## src/hw/shp_spi_host_port_defines.svh

```systemverilog
// Purpose: Named constants of the SPI host port with interrupt status
// Assumes: Byte-wide register space reached over the serial port
// Notes:   Included by the port module only
`ifndef SHP_SPI_HOST_PORT_DEFINES_SVH
`define SHP_SPI_HOST_PORT_DEFINES_SVH

// First byte fields, last bit index, filler byte and address step
`define SHP_HDR_TYPE_BIT    3'h7
`define SHP_HDR_DIR_BIT     3'h0
`define SHP_BIT_LAST        3'h7
`define SHP_BYTE_ZERO       8'h00
`define SHP_ADDR_STEP       8'h01

// Address map
`define SHP_FIFO_ADDR       8'hFF
`define SHP_MASK_BASE       8'h90
`define SHP_STATUS_BASE     8'hFA
`define SHP_IRQ_BYTES       8'h04

// Interrupt bits 0..21, 29 and 30 exist; the rest read as zero
`define SHP_IRQ_VALID       32'h603F_FFFF
`define SHP_IRQ_RESET       32'h0000_0000
`define SHP_MASK_RESET      32'h0000_0000

// Pin selection code that routes the interrupt request to a pin
`define SHP_GPIO_SEL_IRQ    5'h00
`define SHP_GPIO_COUNT      4

`endif

```

## src/hw/shp_pkg.sv

```systemverilog
// Purpose: Types of the SPI host port
// Assumes: Constants live in the defines header
// Notes:   Phase of the current serial transaction
package shp_pkg;

    typedef enum logic [1:0] {
        SHP_PH_HEADER,
        SHP_PH_ADDR,
        SHP_PH_DATA,
        SHP_PH_DONE
    } shp_phase_type;

endpackage

```

## src/hw/shp_spi_host_port.sv

```systemverilog
// Purpose: Four-wire SPI slave host port with interrupt status and mask
// Assumes: Serial clock at most 10 MHz, core clock 100 MHz, pins sampled twice
// Notes:   Read data is fetched ahead, so a burst read consumes one extra byte
`timescale 1ns/1ps
`include "shp_spi_host_port_defines.svh"

// Overview of operation
// Host is master, drives select and clock
// Clock idles low; sample rising, change falling
// Output tristated while chip select is high
// All bytes travel most significant bit first
// First byte MSB: 0 address, 1 command
// First byte LSB: 1 read, 0 write
// Host sends zero in other header bits
// Two state status bytes shift out first
// Burst access increments address each data byte
// Address 0xFF reaches data FIFO, bursts step; this port keeps 0xFF through a burst
// FIFO read drains RX, write fills TX
// Port works in every state including sleep
// Host waits 2 us, clock under 10 MHz
// Bits 0-2: RX ready, discarded, TX sent
// Bits 3-6: retries, CRC, FIFO flow errors
// Bits 7-10: FIFO almost full and empty
// Bits 11-14: backoff, preamble, sync, carrier
// Bits 15, 16, 18: wake-up, ready, battery
// Bits 17, 19-21, 29, 30: other device events
// Interrupt request appears on a configured pin
// Events set bits; reading clears them
// Mask bit zero blocks that event
// Pin selection zero carries active-low request
// Request held while masked status pending
// Status bits stay set until read
module shp_spi_host_port (
    // Clock and reset
    input  wire logic        core_clk_i,
    input  wire logic        reset_i,
    // Serial pins
    input  wire logic        spi_sclk_i,
    input  wire logic        spi_chip_select_low_i,
    input  wire logic        spi_mosi_i,
    output logic             spi_miso_o,
    output logic             spi_miso_oe_o,
    // Device state shown during the header and the second byte
    input  wire logic [15:0] device_state_status_i,
    // Register space
    output logic [7:0]       reg_addr_o,
    output logic [7:0]       reg_wdata_o,
    output logic             reg_wr_o,
    output logic             reg_rd_o,
    input  wire logic [7:0]  reg_rdata_i,
    // Data FIFOs
    output logic             tx_fifo_wr_o,
    output logic             rx_fifo_rd_o,
    input  wire logic [7:0]  rx_fifo_rdata_i,
    // Command strokes
    output logic [7:0]       cmd_code_o,
    output logic             cmd_valid_o,
    // Interrupt events and pins
    input  wire logic [31:0] irq_event_i,
    input  wire logic [19:0] gpio_sel_i,
    output logic [3:0]       gpio_o
);

    logic [2:0]            sclk_q;
    logic [1:0]            csn_q;
    logic [1:0]            mosi_q;
    logic                  act_q;
    logic [2:0]            bit_q;
    logic [7:0]            rx_q;
    logic [7:0]            tx_q;
    logic [7:0]            next_q;
    logic                  done_q;
    logic                  fetch_q;
    logic                  wr_step_q;
    logic                  is_cmd_q;
    logic                  is_rd_q;
    logic [7:0]            addr_q;
    shp_pkg::shp_phase_type phase_q;
    logic [31:0]           status_q;
    logic [31:0]           mask_q;
    logic [3:0]            gpio_q;

    // Decode from synchronised pins only; stage 0 feeds stage 1 alone
    wire        cs_act   = ~csn_q[1];
    wire        cs_start = cs_act & ~act_q;
    wire        rise     = sclk_q[1] & ~sclk_q[2];
    wire        fall     = ~sclk_q[1] & sclk_q[2];
    wire        is_fifo  = (addr_q == `SHP_FIFO_ADDR);
    wire [7:0]  mask_off = addr_q - `SHP_MASK_BASE;
    wire [7:0]  stat_off = addr_q - `SHP_STATUS_BASE;
    wire        hit_mask = (mask_off < `SHP_IRQ_BYTES);
    wire        hit_stat = (stat_off < `SHP_IRQ_BYTES);
    wire        internal = hit_mask | hit_stat | is_fifo;
    wire [4:0]  mask_sh  = {~mask_off[1:0], 3'h0};
    wire [4:0]  stat_sh  = {~stat_off[1:0], 3'h0};
    wire [7:0]  mask_byte = 8'(mask_q >> mask_sh);
    wire [7:0]  stat_byte = 8'(status_q >> stat_sh);
    wire        in_data  = done_q & (phase_q == shp_pkg::SHP_PH_DATA);
    wire        wr_fire  = in_data & ~is_rd_q;
    wire        rd_start = done_q & ~is_cmd_q & is_rd_q & (phase_q != shp_pkg::SHP_PH_HEADER);
    wire [7:0]  step     = is_fifo ? `SHP_BYTE_ZERO : `SHP_ADDR_STEP;
    wire [7:0]  rd_data  = is_fifo ? rx_fifo_rdata_i : hit_mask ? mask_byte :
                           hit_stat ? stat_byte : reg_rdata_i;
    wire [31:0] clr_w    = (fetch_q & hit_stat) ? (32'h0000_00FF << stat_sh) : 32'h0;
    wire [31:0] mask_wr  = (wr_fire & hit_mask) ? (32'h0000_00FF << mask_sh) : 32'h0;
    wire [31:0] status_d = (status_q & ~clr_w) | (irq_event_i & `SHP_IRQ_VALID);
    wire        pending  = |(status_q & mask_q);

    // Sampling only, no gating, so the port keeps working in low-power states
    always_ff @(posedge core_clk_i or posedge reset_i) begin
        if (reset_i) begin
            sclk_q <= 3'h0;
            csn_q  <= 2'h3;
            mosi_q <= 2'h0;
            act_q  <= 1'b0;
        end else begin
            sclk_q <= {sclk_q[1:0], spi_sclk_i};
            csn_q  <= {csn_q[0], spi_chip_select_low_i};
            mosi_q <= {mosi_q[0], spi_mosi_i};
            act_q  <= cs_act;
        end
    end

    // Shift in on rising edges, MSB first
    always_ff @(posedge core_clk_i or posedge reset_i) begin
        if (reset_i) begin
            bit_q  <= 3'h0;
            rx_q   <= 8'h00;
            done_q <= 1'b0;
        end else begin
            done_q <= cs_act & rise & (bit_q == `SHP_BIT_LAST);
            if (!cs_act) begin
                bit_q <= 3'h0;
            end else if (rise) begin
                bit_q <= bit_q + 3'h1;
                rx_q  <= {rx_q[6:0], mosi_q[1]};
            end
        end
    end

    // Output changes on falling edges; next byte enters at a byte boundary
    always_ff @(posedge core_clk_i or posedge reset_i) begin
        if (reset_i) begin
            tx_q          <= 8'h00;
            spi_miso_oe_o <= 1'b0;
        end else begin
            spi_miso_oe_o <= cs_act;
            if (cs_start) begin
                tx_q <= device_state_status_i[15:8];
            end else if (cs_act && fall) begin
                tx_q <= (bit_q == 3'h0) ? next_q : {tx_q[6:0], 1'b0};
            end
        end
    end
    assign spi_miso_o = tx_q[7];

    // Transaction sequencing
    always_ff @(posedge core_clk_i or posedge reset_i) begin
        if (reset_i) begin
            phase_q     <= shp_pkg::SHP_PH_HEADER;
            is_cmd_q    <= 1'b0;
            is_rd_q     <= 1'b0;
            addr_q      <= 8'h00;
            next_q      <= 8'h00;
            fetch_q     <= 1'b0;
            wr_step_q   <= 1'b0;
            cmd_code_o  <= 8'h00;
            cmd_valid_o <= 1'b0;
            reg_wdata_o <= 8'h00;
            reg_wr_o    <= 1'b0;
            reg_rd_o    <= 1'b0;
            tx_fifo_wr_o <= 1'b0;
            rx_fifo_rd_o <= 1'b0;
        end else begin
            cmd_valid_o  <= 1'b0;
            reg_wr_o     <= wr_fire & ~internal;
            tx_fifo_wr_o <= wr_fire & is_fifo;
            reg_rd_o     <= fetch_q & ~internal;
            rx_fifo_rd_o <= fetch_q & is_fifo;
            fetch_q      <= rd_start;
            wr_step_q    <= wr_fire;
            if (wr_fire) begin
                reg_wdata_o <= rx_q;
            end
            if (!cs_act) begin
                phase_q <= shp_pkg::SHP_PH_HEADER;
            end else if (done_q) begin
                case (phase_q)
                    shp_pkg::SHP_PH_HEADER: begin
                        is_cmd_q <= rx_q[`SHP_HDR_TYPE_BIT];
                        is_rd_q  <= rx_q[`SHP_HDR_DIR_BIT];
                        next_q   <= device_state_status_i[7:0];
                        phase_q  <= shp_pkg::SHP_PH_ADDR;
                    end
                    shp_pkg::SHP_PH_ADDR: begin
                        next_q <= `SHP_BYTE_ZERO;
                        if (is_cmd_q) begin
                            cmd_code_o  <= rx_q;
                            cmd_valid_o <= 1'b1;
                            phase_q     <= shp_pkg::SHP_PH_DONE;
                        end else begin
                            addr_q  <= rx_q;
                            phase_q <= shp_pkg::SHP_PH_DATA;
                        end
                    end
                    shp_pkg::SHP_PH_DATA: begin
                        if (!is_rd_q) begin
                            next_q <= `SHP_BYTE_ZERO;
                        end
                    end
                    default: begin
                        next_q <= `SHP_BYTE_ZERO;
                    end
                endcase
            end
            // FIFO address does not step, so a burst walks FIFO bytes
            if (fetch_q) begin
                next_q <= rd_data;
                addr_q <= addr_q + step;
            end
            // Step only after the write pulse, so the address stands with it
            if (wr_step_q) begin
                addr_q <= addr_q + step;
            end
        end
    end
    assign reg_addr_o = addr_q;

    // Interrupt status and mask; an event in the clearing cycle survives
    always_ff @(posedge core_clk_i or posedge reset_i) begin
        if (reset_i) begin
            status_q <= `SHP_IRQ_RESET;
            mask_q   <= `SHP_MASK_RESET;
        end else begin
            status_q <= status_d;
            mask_q   <= ((mask_q & ~mask_wr) | ({4{rx_q}} & mask_wr)) & `SHP_IRQ_VALID;
        end
    end

    // Each pin whose selection is zero carries the active-low request
    genvar g;
    for (g = 0; g < `SHP_GPIO_COUNT; g++) begin : g_pin
        always_ff @(posedge core_clk_i or posedge reset_i) begin
            if (reset_i) begin
                gpio_q[g] <= 1'b1;
            end else begin
                gpio_q[g] <= ~(pending & (gpio_sel_i[g*5 +: 5] == `SHP_GPIO_SEL_IRQ));
            end
        end
    end
    assign gpio_o = gpio_q;

    property p_miso_hiz;
        @(posedge core_clk_i) disable iff (reset_i) !cs_act |=> !spi_miso_oe_o;
    endproperty
    a_miso_hiz: assert property (p_miso_hiz) else $error("MISO driven while deselected");

    property p_status_first;
        @(posedge core_clk_i) disable iff (reset_i) cs_start |=> tx_q == $past(device_state_status_i[15:8]);
    endproperty
    a_status_first: assert property (p_status_first) else $error("status byte not loaded");

    property p_event_sets;
        @(posedge core_clk_i) disable iff (reset_i)
            1 |=> (status_q & $past(irq_event_i & `SHP_IRQ_VALID)) == $past(irq_event_i & `SHP_IRQ_VALID);
    endproperty
    a_event_sets: assert property (p_event_sets) else $error("event lost");

    property p_sticky;
        @(posedge core_clk_i) disable iff (reset_i) 1 |=> (($past(status_q) & ~$past(clr_w)) & ~status_q) == 32'h0;
    endproperty
    a_sticky: assert property (p_sticky) else $error("status bit dropped");

    property p_read_clears;
        @(posedge core_clk_i) disable iff (reset_i)
            (clr_w != 32'h0) && ((irq_event_i & clr_w) == 32'h0) |=> (status_q & $past(clr_w)) == 32'h0;
    endproperty
    a_read_clears: assert property (p_read_clears) else $error("read did not clear");

    property p_irq_pin;
        @(posedge core_clk_i) disable iff (reset_i)
            pending && gpio_sel_i[4:0] == `SHP_GPIO_SEL_IRQ |=> !gpio_o[0];
    endproperty
    a_irq_pin: assert property (p_irq_pin) else $error("request missing");

    property p_masked_quiet;
        @(posedge core_clk_i) disable iff (reset_i) !pending |=> gpio_o == 4'hF;
    endproperty
    a_masked_quiet: assert property (p_masked_quiet) else $error("masked request seen");

    property p_cmd_pulse;
        @(posedge core_clk_i) disable iff (reset_i) cmd_valid_o |=> !cmd_valid_o;
    endproperty
    a_cmd_pulse: assert property (p_cmd_pulse) else $error("command pulse too long");

    property p_fifo_write;
        @(posedge core_clk_i) disable iff (reset_i) wr_fire && is_fifo |=> tx_fifo_wr_o && !reg_wr_o && is_fifo;
    endproperty
    a_fifo_write: assert property (p_fifo_write) else $error("FIFO write misrouted");

    property p_burst_inc;
        @(posedge core_clk_i) disable iff (reset_i)
            wr_fire && !is_fifo |=> addr_q == $past(addr_q) ##1 addr_q == $past(addr_q, 2) + 8'h01;
    endproperty
    a_burst_inc: assert property (p_burst_inc) else $error("address not stepped");

    c_cmd: cover property (@(posedge core_clk_i) disable iff (reset_i) cmd_valid_o);
    c_fifo_wr: cover property (@(posedge core_clk_i) disable iff (reset_i) tx_fifo_wr_o ##[1:200] tx_fifo_wr_o);
    c_burst_rd: cover property (@(posedge core_clk_i) disable iff (reset_i) reg_rd_o ##[1:200] reg_rd_o);
    c_irq: cover property (@(posedge core_clk_i) disable iff (reset_i) !gpio_o[0]);

endmodule

```

## config.mk

```make
export PLATFORM = sky130hd
export DESIGN_NAME = shp_spi_host_port
export DESIGN_NICKNAME = d
export VERILOG_FILES = /design/src/hw/shp_pkg.sv /design/src/hw/shp_spi_host_port.sv
export VERILOG_INCLUDE_DIRS = /design/src /design/src/hw
export SDC_FILE = /design/constraint.sdc
export NUM_CORES = 1
export LEC_CHECK = 0
export BUFFER_PORTS_ARGS = -buffer_cell sky130_fd_sc_hd__clkbuf_2
export CORE_UTILIZATION = 55
export DETAILED_ROUTE_END_ITERATION = 16
export PLACE_DENSITY = 0.79
export SLEW_MARGIN = 20
export SYNTH_ARGS = -nofsm -noshare
export SYNTH_HDL_FRONTEND = slang
export SYNTH_SLANG_ARGS = --single-unit
export TNS_END_PERCENT = 10
```

## constraint.sdc

```tcl
create_clock -name core_clk_i -period 4.9 [get_ports core_clk_i]
set_input_delay 0.49 -clock core_clk_i [delete_from_list [all_inputs] [get_ports core_clk_i]]
set_output_delay 0.49 -clock core_clk_i [all_outputs]
set_load 0.05 [all_outputs]
```

# [After elaboration in Yosys (flattened, before gate mapping)]
# Index checks and enable logic that the tools add are counted.
[classes] n_bitwise=43 addsub=4 shift=4 muxes=30 reduce_logical=22 magnitude_cmp=2 n_eq_ne=8
[ops] cell="2-to-1 mux 8 bit" n=16
[ops] cell="bitwise AND 31 bit" n=2
[ops] cell="bitwise AND 32 x 31 -> 32 bit" n=1
[ops] cell="bitwise AND 32 bit" n=1
[ops] cell="2-to-1 mux 32 bit" n=1
[ops] cell="NOT 32 bit" n=1
[ops] cell="bitwise OR 32 x 31 -> 32 bit" n=1
[ops] cell="OR reduction 32 bit" n=1
[ops] cell="left shift 8 x 5 -> 32 bit (first input constant)" n=1
[ops] cell="right shift 32 x 5 -> 8 bit" n=1
[ops] cell="2-to-1 mux 31 bit" n=1
[ops] cell="NOT 31 bit" n=1
[ops] cell="bitwise OR 31 bit" n=1
[ops] cell="left shift 8 x 5 -> 31 bit (first input constant)" n=1
[ops] cell="right shift 31 x 5 -> 8 bit" n=1
[ops] cell="bitwise AND 1 bit" n=20
[ops] cell="zero test 5 bit" n=4
[ops] cell="less-than comparator 8 x 3 -> 1 bit (second input constant)" n=2
[ops] cell="one-hot mux 8 bit (2 select lines)" n=1
[ops] cell="subtractor 8 bit (second input constant)" n=2
[ops] cell="NOT 1 bit" n=11
[ops] cell="nonzero test 2 bit" n=5
[ops] cell="nonzero test 3 bit" n=3
[ops] cell="adder 8 x 1 -> 8 bit" n=1
[ops] cell="other kinds (20)" n=33
[totals] inputBits=89 regBits=131 output_inout_bits=35 elab_cells=141

# [Longest topological paths before layout]
[logic_depth] word_depth=8 mapped_depth=11 mapped_depth_nobuf=8

# [Worst setup path before layout]
# No wires, ideal clock.
[synth_path] kind="flip-flop to flip-flop" from="register addr_q[1], in the netlist reg_addr_o[1]" to="register status_q[22]" n_path_buf=2 t_required_ns=4.781 setup_ns=0.119 stages_incl_launch_ff=10 arrival_ns=2.700 synth_period_minus_slack_ns=2.820 setup_slack_ns=2.080 path_cell_list="dfrtp_1 buf_2 clkinv_1 ha_1 o21a_1 a2111oi_1 and2_1 buf_6 nand4_1 and2_1"
[synth_via] elab_chain_cells=7 elab_cells_between_ends=9 classes_between="add/sub: 1; order compare: 1; shift: 1; mux: 1; bitwise: 5"
[synth_rtl] item="start: declaration" line_no="shp_spi_host_port.sv:77" source="logic [7:0] addr_q;"
[synth_rtl] item="start signal: assignment" line_no="shp_spi_host_port.sv:202" source="addr_q <= rx_q;"
[synth_rtl] item="start signal: assignment" line_no="shp_spi_host_port.sv:219" source="addr_q <= addr_q + step;"
[synth_rtl] item="start signal: assignment" line_no="shp_spi_host_port.sv:223" source="addr_q <= addr_q + step;"
[synth_rtl] item="subtractor 8 bit (no line) (*)"
[synth_rtl] item="less-than comparator 8 x 3 -> 1 bit (no line) / NOT 2 bit (equally long branches)"
[synth_rtl] item="bitwise AND 1 bit / left shift 8 x 5 -> 32 bit (equally long branches)" line_no="shp_spi_host_port.sv:104" source="wire [31:0] clr_w = (fetch_q & hit_stat) ? (32'h0000_00FF << stat_sh) : 32'h0;"
[synth_rtl] item="2-to-1 mux 32 bit (*)" line_no="shp_spi_host_port.sv:104"
[synth_rtl] item="NOT 32 bit (*)" line_no="shp_spi_host_port.sv:106" source="wire [31:0] status_d = (status_q & ~clr_w) | (irq_event_i & `SHP_IRQ_VALID);"
[synth_rtl] item="bitwise AND 32 bit (*)" line_no="shp_spi_host_port.sv:106"
[synth_rtl] item="bitwise OR 32 x 31 -> 32 bit (*)" line_no="shp_spi_host_port.sv:106"
[synth_rtl] item="via status_d[22]" line_no="shp_spi_host_port.sv:106"
[synth_rtl] item="end signal: assignment" line_no="shp_spi_host_port.sv:232" source="status_q <= `SHP_IRQ_RESET;"
[synth_rtl] item="end signal: assignment" line_no="shp_spi_host_port.sv:235" source="status_q <= status_d;"
[synth_rtl] item="end: declaration" line_no="shp_spi_host_port.sv:79" source="logic [31:0] status_q;"
# Mark *: on every way through the listed nets, which the timed path passes. The rest lies on a longest branch.
# A chain may end at the register's enable or synchronous reset.

# [Final worst setup path]
# Ends and elaborated chain as after synthesis.

==> results.md <==
* Status: completed
* Synthesis-stage register bit count at 131
* Slew Viols, Final at 0
* Yosys cell types at 54
* Share of cells above drive strength 1 at between 30% and 40%
* Clk pwr share at 46.3%
* Worst Path Max Fanout at 21
* Clock H-tree levels at 4
* VDD IR max at 259.9 µV
* RR Endpoint: status_q[22]$_DFF_PP0_
* Hold path cells at 1
* Number of global-route vias before repair at 4610
* Clock Skews at 0.01200 ns
* # DRC at 0
* Most frequent cells in the layout: dfrtp_1 (125), clkbuf_2 (115), mux2_2 (57)
* GP Congestion at 0.8318
* Cell Chain, Critical Path: clkinv_1, ha_1, o21a_1, a2111oi_1, and2_1, buf_4, nand4_1, and2_1
* Final wirelength at approximately 14000 µm
* First-pass GRT wire length at roughly 24000 µm
* Most frequent CP cell: and2_1
* Post-DR vias/cell at 5.950
* All-Layer GR Usage at 27.45%
* Combinational Power Share at 5.4%
* HP Class: input pin to flop
* Post-route cell area at 0.007271 mm²
* Router iterations before antenna repair at 7
* Diode count at 0
* Pwr Density at 342.6 mW/mm²
* Period utilization at between 80% and 90%
* DR WL met2 at 6916 µm
* Clk Latency, worst-skew pair at between 0.5 and 0.6 ns
* Most used DFF post-synth: dfrtp_1
* F_max at 253.4 MHz
* CP max stage cell: dfrtp_1
* Hold Crit Start: spi_chip_select_low_i
* Asr flop ratio synth at 100.0%
* Port Buffer Count at 115
* Slowest stage delay, CP at 0.94 ns
* Routed Antenna Nets at 0
* FF-to-FF Start: reg_addr_o[1]$_DFFE_PP0P_
* Sw Share at 24.66%
* Int Pwr at 1.877 mW
* Max-slew headroom at roughly two fifths
* DIE AREA at between 0.01 and 0.015 mm²
* Yosys warnings at 0
* Clk slew on worst S/H paths at 0.06 ns
* Number of hold buffers added after CTS at 0
* Hold Slack at between 0.04 and 0.05 ns
* Layout fillers at 744
* Nets@finish at 715
* Crit path launch type: flop
* Avg WL per Cell at 18.58 µm
* # IOs at 124
* Post-synth EDFFs at 0
* Syn nets at 602
* # Post-CTS Setup Buffers at 0
* Via Count at 4564
* Syn Inst Count at 506
* CTS Sinks at roughly 130
* DRT iter0 DRCs at roughly 400
* Initial antenna violation count at 0
* Initial core utilization at 57.77%
* Seq pwr share at 48.3%
* Switching power at ~0.61 mW
* Min Tclk post-route at 3.947 ns
* Final setup violating endpoints at 0
* R2R depth at 8
* Met3 Routed Length at 779 µm
* Worst Max-Slew Pin Slew at 0.9134 ns
* Worst Path Arrival at 4.36 ns
* MaxCap Viol Count at 0
* Mapped cell area at 0.006071 mm²
* Core Area at 0.01051 mm²
* CTS buffer count at 17
* CTS resizes at 0
* CTS tree: yes
* Die height at approximately 110 µm
* Hold Vio Cnt, Final at 0
* Largest net degree at the start of global routing at 94
* Leakage at approximately 3.3 nW
* CP Class: flop to flop
* Total gr overflow at 0
* Final TNS setup at 0 ns
* Crit path capture type: flop
* Max Root-Sink Buffers at 2
* Hold Path Sink: csn_q[0]$_DFF_PP1_
* DP Area at ~0.0067 mm²
* Row count at 37
* Flop2flop setup slack at ~0.95 ns
* Placed wire-length estimate at 10010 µm
* Top sig layer: met4
* P&R area growth vs syn at 19.77%
* Die width at approximately 110 µm
* RSZ-0062 raised after global routing: no
* Most common cell after layout, fill and taps aside: dfrtp_1
* Total power at 2.491 mW
* Post-Syn Area per Cell at about 12 µm²
* Wl on met1 at 6364 µm
* Root buffer cell: clkbuf_8
* Worst EP required at roughly 5.3 ns
* Register area share after synthesis at 54.12%
layer usage:
layer | up-vias | global-route usage, %
met5 | - | 0
met4 | 0 | 9.198
met3 | 20 | 7.416
met2 | 153 | 43.23
met1 | 2310 | 36.97
li1 | 2081 | -
area by class of cell:
cell class	instances	area, µm²	share of cell area [%]
multi-input combinational	339	2619	36.02
timing repair buffer	120	613.1	8.432
clock buffer	19	431.7	5.937
clock inverter	12	108.9	1.497
tap	136	170.2	2.340
inverter	10	42.54	0.5851
sequential	131	3286	45.19
power groups by stage:
stage / registers, mW / logic (mW) / clock network (mW)
3_5_place_dp: 1.22 / 0.135 / 0
4_1_cts: 1.20 / 0.137 / 1.17
5_1_grt: 1.21 / 0.150 / 1.22
3_3_place_gp: 1.22 / 0.129 / 0
6_report: 1.20 / 0.135 / 1.15
2_1_floorplan: 1.19 / 0.0785 / 0
cells in the mapped netlist, drive strengths merged (2+ instances only):
master | instances | area, µm²
a211oi | 3 | 22.52
a21o | 24 | 180.2
a21oi | 23 | 115.1
a22oi | 19 | 142.6
a311oi | 7 | 61.31
and2 | 9 | 56.30
and3 | 2 | 12.51
buf | 7 | 63.81
clkbuf | 19 | 71.32
dfrtp | 125 | 3128
dfstp | 6 | 157.7
ha | 7 | 87.58
inv | 9 | 33.78
mux2 | 57 | 641.9
mux2i | 24 | 240.2
mux4 | 9 | 202.7
nand2 | 34 | 127.6
nand2b | 3 | 18.77
nand3 | 7 | 45.04
nand4 | 8 | 65.06
nor2 | 29 | 108.9
nor2b | 9 | 63.81
nor3 | 6 | 30.03
nor3b | 2 | 15.01
o211ai | 2 | 15.01
o21a | 2 | 15.01
o21ai | 25 | 125.1
or2 | 3 | 18.77
or3 | 5 | 36.28
or4 | 4 | 30.03
per-stage QoR:
step / worst slack (ns) / utilization (%) / instances
6_report: 0.9535 / 69.19 / 767
5_1_grt: 0.7588 / 69.19 / 767
4_1_cts: 1.039 / 69.16 / 767
3_5_place_dp: 1.052 / 64.02 / 736
3_3_place_gp: 1.216 / 64.02 / 736
2_1_floorplan: 0.9222 / - / 506
worst max-delay path by stage:
stage	start	endpoint
2_1_floorplan	reset_i	asynchronous set/reset pin
3_3_place_gp	reg_addr_o[1]$_DFFE_PP0P_	status_q[22]$_DFF_PP0_
3_5_place_dp	reg_addr_o[1]$_DFFE_PP0P_	status_q[23]$_DFF_PP0_
4_1_cts	reg_addr_o[1]$_DFFE_PP0P_	status_q[22]$_DFF_PP0_
5_1_grt	reg_addr_o[1]$_DFFE_PP0P_	status_q[23]$_DFF_PP0_
6_report	reg_addr_o[1]$_DFFE_PP0P_	status_q[22]$_DFF_PP0_
cells by family after synthesis:
family | after synthesis | synth area share, %
adder cells (fa/ha/maj) | 7 | 1.443
multiplexers | 90 | 17.87
AND/OR/NAND/NOR | 125 | 10.90
XOR/XNOR | 2 | 0.2886
flip-flops | 131 | 54.12
AO/OA/AOI/OAI | 115 | 12.53
buffers and inverters | 36 | 2.844
critical path, delay by kind of cell, from the launching register on:
family / cells / cell delay [ns]
flops: 1 / 0.94
simple gates: 3 / 1.00
compound gates: 2 / 0.69
buf+inv: 2 / 0.78
fa+ha+maj: 1 / 0.43
Power figures use the tool's default switching activity.
